--- src/rtl/decim_defs.svh ---
`ifndef DECIM_DEFS_SVH
`define DECIM_DEFS_SVH

// Clock and timing
`define CLK_PERIOD_NS      25
`define CONV_PERIOD_NS     50
`define CONV_HALF_CLK      1
// Least reset hold, one converter period, rounded up to clk cycles
`define RST_HOLD_CLK       ((`CONV_PERIOD_NS + `CLK_PERIOD_NS - 1) / `CLK_PERIOD_NS)
// Modulator flag delay, 3 1/2 converter periods in clk cycles
`define OVR_DELAY_CLK      7
`define OVR_PIPE_LEN       5

// Mode codes, lowest input range first
`define MODE_CODE_DEC8     2'h0
`define MODE_CODE_DEC2     2'h1
`define MODE_CODE_DEC4     2'h2
`define MODE_CODE_DEC1     2'h3

// Flush lengths in converter samples
`define FLUSH_DEC8         9'h141
`define FLUSH_DEC4         9'h06C
`define FLUSH_DEC2         9'h017
`define FLUSH_DEC1         9'h000

// Data limits
`define DATA_W             16
`define MOD_W              18
`define ACC_W              21
`define FULL_SCALE_POS     18'h07FFF
`define FULL_SCALE_NEG     18'h38000
`define MOD_LIMIT_POS      18'h083D6
`define MOD_LIMIT_NEG      18'h37C2A

`endif

--- src/rtl/decim_pkg.sv ---
`include "decim_defs.svh"

package decim_pkg;

   typedef enum logic [1:0] {
      DEC8 = 2'b00,
      DEC2 = 2'b01,
      DEC4 = 2'b10,
      DEC1 = 2'b11
   } dec_mode_e;

   typedef enum logic [1:0] {
      H_HOLD  = 2'b00,
      H_FLUSH = 2'b01,
      H_RUN   = 2'b10
   } host_state_e;

   typedef logic [`DATA_W-1:0] word_t;
   typedef logic [`MOD_W-1:0]  mod_t;
   typedef logic [`ACC_W-1:0]  acc_t;

endpackage

--- src/rtl/conv_link_if.sv ---
`timescale 1ns/1ps
`default_nettype none

interface conv_link_if;
   import decim_pkg::*;

   logic       conv_clk;
   logic       conv_rst_n;
   logic [1:0] mode_sel;
   word_t      data_word;
   logic       data_valid_strobe;
   logic       overrange_flag;

   modport dev (
      output conv_clk,
      input  conv_rst_n,
      input  mode_sel,
      output data_word,
      output data_valid_strobe,
      output overrange_flag
   );

   modport host (
      input  conv_clk,
      output conv_rst_n,
      output mode_sel,
      input  data_word,
      input  data_valid_strobe,
      input  overrange_flag
   );

endinterface

`default_nettype wire

--- src/rtl/decim_ctrl.sv ---
`timescale 1ns/1ps
`default_nettype none
`include "decim_defs.svh"

module decim_ctrl
   import decim_pkg::*;
(
   // Clock, system reset, enable
   input  wire logic   clk,
   input  wire logic   rst_n,
   input  wire logic   ce,
   // Modulator samples
   input  wire logic [`MOD_W-1:0] mod_sample,
   // Link to the receiving logic
   conv_link_if.dev    link
);

   // Divider and modulator side, cleared by the converter reset
   typedef struct packed {
      logic                      run;
      logic [3:0]                cnt;
      logic                      samp_ov;
      logic [`OVR_PIPE_LEN-1:0]  ov_pipe;
      logic                      ov_stage;
      logic                      ovr;
   } ctrl_s;

   // Converter clock, mode latch and filter storage
   typedef struct packed {
      logic      ph;
      dec_mode_e mode;
      acc_t      acc;
      word_t     word_pend;
      logic      stage_ov_pend;
      word_t     data;
   } filt_s;

   localparam ctrl_s CTRL_RST = '0;
   localparam filt_s FILT_RST = '{ph: 1'b0, mode: DEC8, acc: '0, word_pend: '0,
                                  stage_ov_pend: 1'b0, data: '0};

   ctrl_s ctrl_reg;
   ctrl_s ctrl_next;
   filt_s filt_reg;
   filt_s filt_next;

   logic              rise_ev;
   logic              fall_ev;
   logic [4:0]        period_clk;
   logic [1:0]        shift_amt;
   mod_t              clipped;
   logic              mod_ov;
   acc_t              acc_sum;
   acc_t              acc_avg;
   logic              stage_ov;
   word_t             stage_word;
   logic              last_samp;
   logic              wrap;

   // Ratio of each mode as clk cycles per word and average shift
   function automatic logic [4:0] period_of(input dec_mode_e m);
      unique case (m)
         DEC8:    period_of = 5'h10;
         DEC4:    period_of = 5'h08;
         DEC2:    period_of = 5'h04;
         DEC1:    period_of = 5'h02;
      endcase
   endfunction

   function automatic logic [1:0] shift_of(input dec_mode_e m);
      unique case (m)
         DEC8:    shift_of = 2'h3;
         DEC4:    shift_of = 2'h2;
         DEC2:    shift_of = 2'h1;
         DEC1:    shift_of = 2'h0;
      endcase
   endfunction

   // Converter clock edges as seen one cycle ahead
   assign rise_ev = ~filt_reg.ph;
   assign fall_ev = filt_reg.ph;
   assign period_clk = period_of(filt_reg.mode);
   assign shift_amt = shift_of(filt_reg.mode);

   // Modulator detector with 3% headroom clip
   always_comb begin
      mod_ov = 1'b0;
      clipped = mod_sample;
      if ($signed(mod_sample) > $signed(`MOD_LIMIT_POS)) begin
         mod_ov = 1'b1;
         clipped = `MOD_LIMIT_POS;
      end else if ($signed(mod_sample) < $signed(`MOD_LIMIT_NEG)) begin
         mod_ov = 1'b1;
         clipped = `MOD_LIMIT_NEG;
      end
   end

   // Averaging stand-in for the half-band chain
   assign last_samp = rise_ev && (ctrl_reg.cnt == 4'(period_clk - 5'h02));
   assign acc_sum = (ctrl_reg.cnt == 4'h0) ? acc_t'($signed(clipped))
                  : acc_t'($signed(filt_reg.acc) + $signed(clipped));
   assign acc_avg = acc_t'($signed(acc_sum) >>> shift_amt);

   // Stage three detector, hard limit at full scale
   always_comb begin
      stage_ov = 1'b0;
      stage_word = acc_avg[`DATA_W-1:0];
      if ($signed(acc_avg) > $signed(`FULL_SCALE_POS)) begin
         stage_ov = 1'b1;
         stage_word = 16'h7FFF;
      end else if ($signed(acc_avg) < $signed(`FULL_SCALE_NEG)) begin
         stage_ov = 1'b1;
         stage_word = 16'h8000;
      end
   end

   // Divider wraps once per output word
   assign wrap = ctrl_reg.run && (ctrl_reg.cnt >= 4'(period_clk - 5'h01));

   // Next state of the divider and detector pipeline
   always_comb begin
      ctrl_next = ctrl_reg;
      if (ce) begin
         // Start only on a falling converter edge after release
         if (!ctrl_reg.run && fall_ev) begin
            ctrl_next.run = 1'b1;
            ctrl_next.cnt = 4'h0;
         end else if (ctrl_reg.run) begin
            ctrl_next.cnt = wrap ? 4'h0 : ctrl_reg.cnt + 4'h1;
         end
         // Modulator flag captured at the sampling edge
         if (rise_ev) begin
            ctrl_next.samp_ov = mod_ov;
         end
         ctrl_next.ov_pipe = {ctrl_reg.ov_pipe[`OVR_PIPE_LEN-2:0], ctrl_reg.samp_ov};
         if (ctrl_reg.run && last_samp) begin
            ctrl_next.ov_stage = stage_ov;
         end
         // Re-evaluated every cycle, so also every converter period
         ctrl_next.ovr = ctrl_reg.ov_pipe[`OVR_PIPE_LEN-1] | ctrl_reg.ov_stage;
      end
   end

   // Next state of converter clock, mode latch and filter
   always_comb begin
      filt_next = filt_reg;
      if (ce) begin
         filt_next.ph = ~filt_reg.ph;
         // Mode pin sampled only on the falling converter edge
         if (fall_ev) begin
            filt_next.mode = dec_mode_e'(link.mode_sel);
         end
         // Filter clock is gated by the divider run bit
         if (ctrl_reg.run && rise_ev) begin
            filt_next.acc = acc_sum;
         end
         if (ctrl_reg.run && last_samp) begin
            filt_next.word_pend = stage_word;
         end
         // Word changes together with the strobe rising
         if (wrap) begin
            filt_next.data = filt_reg.word_pend;
         end
      end
   end

   // Divider side clears at once on converter reset
   always_ff @(posedge clk or negedge link.conv_rst_n) begin
      if (!link.conv_rst_n) begin
         ctrl_reg <= CTRL_RST;
      end else if (!rst_n) begin
         ctrl_reg <= CTRL_RST;
      end else begin
         ctrl_reg <= ctrl_next;
      end
   end

   // Filter storage ignores the converter reset on purpose
   always_ff @(posedge clk) begin
      if (!rst_n) begin
         filt_reg <= FILT_RST;
      end else begin
         filt_reg <= filt_next;
      end
   end

   // Strobe about half duty; low while reset holds the divider
   assign link.data_valid_strobe = ctrl_reg.run
                                 && ({1'b0, ctrl_reg.cnt} < (period_clk >> 1));
   assign link.data_word = filt_reg.data;
   assign link.overrange_flag = ctrl_reg.ovr;
   assign link.conv_clk = filt_reg.ph;

endmodule

`default_nettype wire

--- src/flat_wrapper.sv ---
// flat-port wrapper written by rule: the top's interface ports become plain ports
module decim_ctrl_flat import decim_pkg::*;
  (clk, rst_n, ce, mod_sample, link_conv_clk, link_conv_rst_n, link_mode_sel, link_data_word, link_data_valid_strobe, link_overrange_flag);
  conv_link_if link_i ();
  input  wire logic clk;
  input  wire logic rst_n;
  input  wire logic ce;
  input  wire logic [`MOD_W-1:0] mod_sample;
  output wire logic [$bits(link_i.conv_clk)-1:0] link_conv_clk;
  input wire logic [$bits(link_i.conv_rst_n)-1:0] link_conv_rst_n;
  input wire logic [$bits(link_i.mode_sel)-1:0] link_mode_sel;
  output wire logic [$bits(link_i.data_word)-1:0] link_data_word;
  output wire logic [$bits(link_i.data_valid_strobe)-1:0] link_data_valid_strobe;
  output wire logic [$bits(link_i.overrange_flag)-1:0] link_overrange_flag;
  assign link_conv_clk = link_i.conv_clk;
  assign link_i.conv_rst_n = link_conv_rst_n;
  assign link_i.mode_sel = link_mode_sel;
  assign link_data_word = link_i.data_word;
  assign link_data_valid_strobe = link_i.data_valid_strobe;
  assign link_overrange_flag = link_i.overrange_flag;
  decim_ctrl u_core (.clk(clk), .rst_n(rst_n), .ce(ce), .mod_sample(mod_sample), .link(link_i));
endmodule
--- config.mk ---
export PLATFORM = sky130hd
export DESIGN_NAME = decim_ctrl_flat
export DESIGN_NICKNAME = d
export VERILOG_FILES = /design/src/rtl/decim_pkg.sv /design/src/rtl/conv_link_if.sv /design/src/rtl/decim_ctrl.sv /design/src/flat_wrapper.sv
export VERILOG_INCLUDE_DIRS = /design/src /design/src/rtl
export SDC_FILE = /design/constraint.sdc
export NUM_CORES = 1
export LEC_CHECK = 0
export ABC_CLOCK_PERIOD_IN_PS = 3250
export BUFFER_PORTS_ARGS = -buffer_cell sky130_fd_sc_hd__buf_2
export CORE_MARGIN = 3
export CORE_UTILIZATION = 55
export DETAILED_ROUTE_END_ITERATION = 8
export GPL_TIMING_DRIVEN = 0
export PLACE_DENSITY = 0.76
export SLEW_MARGIN = 40
export SYNTH_ARGS = -nofsm -noshare
export SYNTH_HDL_FRONTEND = slang
export SYNTH_SLANG_ARGS = --single-unit
export TNS_END_PERCENT = 50
--- constraint.sdc ---
create_clock -name clk -period 3.25 [get_ports clk]
set_input_delay 0.325 -clock clk [delete_from_list [all_inputs] [get_ports clk]]
set_output_delay 0.325 -clock clk [all_outputs]
set_load 0.1 [all_outputs]
# --- Yosys cells after proc, flatten, opt, wreduce, memory -nomap -nowiden ---
# Cells that the tools add are included.
word_totals:
  regBits: 69
  out_inout_bits: 19
classes:
  reduce_logical: 17
  mux: 19
  bitwise: 2
  shifts: 1
  n_lt_le_gt_ge: 6
  add_sub_neg: 4
  n_eq_ne: 9
ops:
  columns: ["cell", "n"]
  rows:
  - ["$mux W18", 2]
  - ["$mux W16", 2]
  - ["$mux W13", 2]
  - ["$add A21 B18 Y21", 1]
  - ["$gt A21 B16 Y1 const B", 1]
  - ["$lt A21 B16 Y1 const B", 1]
  - ["$mux W21", 1]
  - ["$sshr A21 B2 Y21", 1]
  - ["$pmux W5 S4", 1]
  - ["$gt A18 B17 Y1 const B", 1]
  - ["$lt A18 B17 Y1 const B", 1]
  - ["$reduce_and A2 Y1", 8]
  - ["$mux W4", 3]
  - ["$pmux W2 S4", 1]
  - ["$mux W1", 7]
  - ["$logic_and A1 B1 Y1", 6]
  - ["$ne A2 B1 Y1 const B", 3]
  - ["$add A4 B1 Y4 const B", 1]
  - ["$eq A2 B2 Y1 const B", 2]
  - ["$eq A4 B4 Y1", 1]
  - ["$ge A4 B4 Y1", 1]
  - ["$logic_not A4 Y1", 1]
  - ["$lt A4 B4 Y1", 1]
  - ["$sub A4 B1 Y4 const B", 1]
  - ["8 further kinds", 8]

# --- Depth between registers and ports, before layout ---
depth:
  ltp_word: 12
  ltp_mapped: 21
  ltp_nobuf: 19

# --- Worst setup path after synthesis ---
# No wires, ideal clock.
synth_path:
  path_type: "input to register"
  startpoint: "in mod_sample[10]"
  endpoint: "reg u_core.filt_reg[27] (netlist bit)"
  slack_ps: -1016
  setup_ps: 137
  path_stages: 21
  t_arrival_ps: 4129
  path_cell_list: "and3_1 -> nand3_1 -> a21oi_1 -> o211ai_1 -> ha_1 -> clkbuf_1 -> inv_1 -> and3_1 -> ha_1 -> fa_1 -> a21o_1 -> a221oi_4 -> or3_1 -> a31oi_1 -> o311a_4 -> a32oi_1 -> nand4_1 -> a221o_2 -> nand2_2 -> buf_6 -> a311oi_2"
synth_via:
  elab_chain_len: 9
  elab_cells_between_ends: 11
  classes_between: "add/sub: 1; order compare: 4; shift: 1; mux: 5"
synth_rtl:
  columns: ["element", "line", "rtl"]
  rows:
  - ["start, declared", "flat_wrapper.sv:8", "input wire logic [`MOD_W-1:0] mod_sample;"]
  - ["$lt A18 B17 Y1", "decim_ctrl.sv:92", "end else if ($signed(mod_sample) < $signed(`MOD_LIMIT_NEG)) begin"]
  - ["$mux W18", "decim_ctrl.sv:92", null]
  - ["$mux W18 *", "decim_ctrl.sv:89", "if ($signed(mod_sample) > $signed(`MOD_LIMIT_POS)) begin"]
  - ["$add A21 B18 Y21", "decim_ctrl.sv:101", ": acc_t'($signed(filt_reg.acc) + $signed(clipped));"]
  - ["$mux W21 *", "decim_ctrl.sv:100", "assign acc_sum = (ctrl_reg.cnt == 4'h0) ? acc_t'($signed(clipped))"]
  - ["$sshr A21 B2 Y21 *", "decim_ctrl.sv:102", "assign acc_avg = acc_t'($signed(acc_sum) >>> shift_amt);"]
  - ["$lt A21 B16 Y1", "decim_ctrl.sv:111", "end else if ($signed(acc_avg) < $signed(`FULL_SCALE_NEG)) begin"]
  - ["$mux W16", "decim_ctrl.sv:111", null]
  - ["$mux W16 *", "decim_ctrl.sv:108", "if ($signed(acc_avg) > $signed(`FULL_SCALE_POS)) begin"]
  - ["end signal, assigned", "decim_ctrl.sv:183", "filt_reg <= filt_next;"]
  - ["end, declared", "decim_ctrl.sv:44", "filt_s filt_reg;"]
# Every way passes the cells marked *; elsewhere a longest branch is shown, timed or not.
# A chain may end at the register's enable or synchronous reset.

# --- Worst setup path in the final report ---
layout_path:
  startpoint: "in mod_sample[1]"
  endpoint: "reg u_core.filt_reg[30] (netlist bit)"
# The elaborated chain is that of the path after synthesis.

==> flow_summary.yaml <==
power:
  peakVddDrop_uv: 209.2
  p_leak_nw: 2.962
  p_per_area_nw_per_um2: 347.9
timing:
  rsz0062_at_grt: "true"
  fin_hold_ws_ns: 0.2461
  fin_skew_ns: 0.007623
  fmax_ghz: 0.2379
  final_hold_viol_count: 0
  setup_viol: 30
  fin_crit_ns: 4.203
  drv_slew: 0
  timing.slew.headroom: 0.5659
  layout_worst_path_cycle_share: 1.293
  tightest_slew_ns: 0.6512
  fin_ws_ns: -0.9531
clock_network:
  cts_buffers: 9
  cts_sinks: 69
  clkTransAtPathRegs_ns: 0.08
  cts_tree: "built"
  clock_latency_ns: 0.35
  clock_path_buffers: 2
  cts_root_buf: "clkbuf_8"
  cts_max_level: 3
synthesis:
  ys_dominant_reg_cell: "dfxtp_1"
  synth_area_leaders: "dfxtp_1 21%, ha_1 6.9%, mux2i_1 6.6%"
  seq_area_frac_synth: 0.2732
  ys_seq_elements: 69
  synthCells: 669
  yosysUniqueCellTypes: 67
  syn_nets: 723
  syn_avg_cell_area_um2: 7.915
  synth_top_area_frac: 0.2117
  ys_warn_count: 0
  syn_area_um2: 5295
  synth-edff-count: 0
  yosysTopAreaCell: "dfxtp_1"
  async_flop_share: 0.1884
setup_path:
  crit_end: "u_core.filt_reg[30]"
  r2r_cells: 11
  startpoint_type: "input pin"
  reg2reg_to: "u_core.filt_reg[21]"
  cp.required_ns: 3.47
  crit_fanout: 8
  timing.rr.start: "u_core.ctrl_reg[8]"
  critPathCaptureType: "flop"
  startpoint: "mod_sample[1]"
  cp.arrival_ns: 4.43
  path_class: "in2reg"
  r2r_setup_slack_ns: -0.33
placed_design:
  place_ws_ns: -1.591
  gp_congestion: 0.9422
  hpwlAfterDp_um: 11260
  numPortBuffers: 41
final_layout:
  synthToLayoutAreaGrowth_pct: 32.04
  num_antenna_cells: 0
  nets: 807
  final_cell_mix: "65 x nand2_1, 56 x dfxtp_1, 53 x nor2_1"
  final_common_cell: "nand2_1"
  drive_above_1_share: 0.3259
  largest_reg_flops: 39
outcome:
  violations: "setup timing"
  status: "finished, violations left"
run:
  cap_violations: 0
die:
  dieHeight_um: 104.1
  initial_utilization: 0.5704
  io_pins: 43
  die_x_um: 104.1
  core_area_um2: 9284
  std_cell_rows: 35
  die-area_um2: 10840
routing:
  drt_iter0_drc: 471
  detail_route.first_pass.iterations: 5
  routed_wl_um: 16450
  remaining_drc_errors: 0
  vias_per_cell: 6.198
  wire_per_inst_um: 18.55
  drtAntennaViolNets: 0
  vias: 5498
global_routing:
  antenna_found_initial: 0
  grt_usage: 0.2926
  overflow: 0
  grt_pass1_wl_um: 26280
  first_global_vias: 5350
  grt_max_degree: 14
worst_hold_path:
  worstHoldPathType: "in2reg"
[metal layers]
metal	part of all wire	GRT usage	wire length, um	vias to the layer above
met5	0	0	0	-
met4	0.034	0.1273	553	0
met3	0.068	0.04780	1118	51
met2	0.49	0.4875	8064	253
met1	0.41	0.3741	6716	2632
li1	-	-	-	2562
[what timing repair did]
| item | in CTS | in global routing |
|---|---|---|
| buffers inserted | 20 | 10 |
| resized for setup | 99 | 69 |
| hold buffers | 1 | 0 |
| hold endpoints to repair | 13 | 0 |
| setup endpoints to repair | 33 | 44 |
| gates cloned | 3 | 0 |
| pin swaps | 36 | 31 |
[cell type report]
type                    count  area (um2)
multi-input cells         516        4130
fillers                   646        2292
flip-flops and latches     69        1446
repair buffers             74       559.3
plain buffers              61       404.1
clock buffers              12       176.4
well taps                 129       161.4
inverters                  22       85.08
clock inverters             4       28.78
[kinds of logic after synthesis]
group	Yosys count	share of synthesized area
muxes	41	0.08105
buffers and inverters	84	0.07491
DFF	69	0.2732
xor gates and xnor gates	15	0.02481
and+or+nand+nor	223	0.2053
AOI/OAI and AO/OA	207	0.2684
adders and majority gates	30	0.07231
[cell usage after synthesis, types with 3 or more instances]
cell and n:
a311oi_1 6, buf_4 17, and2_1 14, a21boi_0 5
o21ai_0 47, and3_1 6, a22oi_1 3, nor2b_1 16
buf_1 3, buf_2 8, nand3_1 16, nor3b_1 6
nand2_1 67, mux2_2 5, a311oi_2 5, a21o_1 5
nand4_1 7, mux2i_1 35, ha_1 29, dfrtp_1 13
o211a_1 13, a211oi_1 9, o21ai_1 3, xor2_1 9
or3_1 6, inv_1 21, nor4_1 4, a21oi_1 58
clkbuf_1 33, o21a_1 16, nor2_1 56, nor3_1 6
nand2b_1 10, o211ai_1 11, dfxtp_1 56, a31oi_1 3
xnor2_1 6
[where the power goes]
| group | total [W] | internal (W) | switching, W |
|---|---|---|---|
| Clock | 0.000726 | 0.000365 | 0.000360 |
| Sequential | 0.000883 | 0.000865 | 0.0000185 |
| Combinational | 0.000823 | 0.000335 | 0.000489 |
[critical path, stage by stage]
cell	delay, ns
buf_2	0.11
o21a_1	0.17
o21ai_2	0.14
a21oi_2	0.07
o211ai_1	0.16
ha_1	0.27
buf_8	0.15
buf_4	0.15
o21a_1	0.19
ha_1	0.29
buf_6	0.15
a21oi_1	0.20
o21ai_1	0.11
a311oi_2	0.23
nand3_2	0.18
mux2i_4	0.25
buf_4	0.16
o31ai_4	0.23
nand2_1	0.08
a221o_2	0.44
nand2_4	0.14
buf_8	0.13
a311oi_2	0.08
[worst min path at each step]
stage / cells after the start / endpoint / startpoint / slack, ns
2_1_floorplan: 0 / u_core.ctrl_reg[10] / link_conv_rst_n / 0.03
3_3_place_gp: 1 / u_core.ctrl_reg[8] / link_conv_rst_n / 0.22
3_5_place_dp: 1 / u_core.ctrl_reg[8] / link_conv_rst_n / 0.23
4_1_cts: 3 / u_core.filt_reg[54] / link_mode_sel[0] / 0.25
5_1_grt: 3 / u_core.filt_reg[55] / link_mode_sel[1] / 0.27
6_report: 3 / u_core.filt_reg[54] / link_mode_sel[0] / 0.25
[per-stage QoR]
stage / cells / utilization / setup TNS [ns] / instance area [um2] / total power [W]
final: 887 / 0.7531 / -17.25 / 6992 / 0.002433
after global routing: 887 / 0.7531 / -21.96 / 6992 / 0.002534
after CTS: 878 / 0.7156 / -15.39 / 6644 / 0.002330
after detailed placement: 839 / 0.6232 / -35.48 / 5786 / 0.001509
after global placement: 839 / 0.6232 / -33.50 / 5786 / 0.001493
after floorplan: 669 / - / -12.73 / 5419 / 0.001353
(Power assumes the default switching activity.)
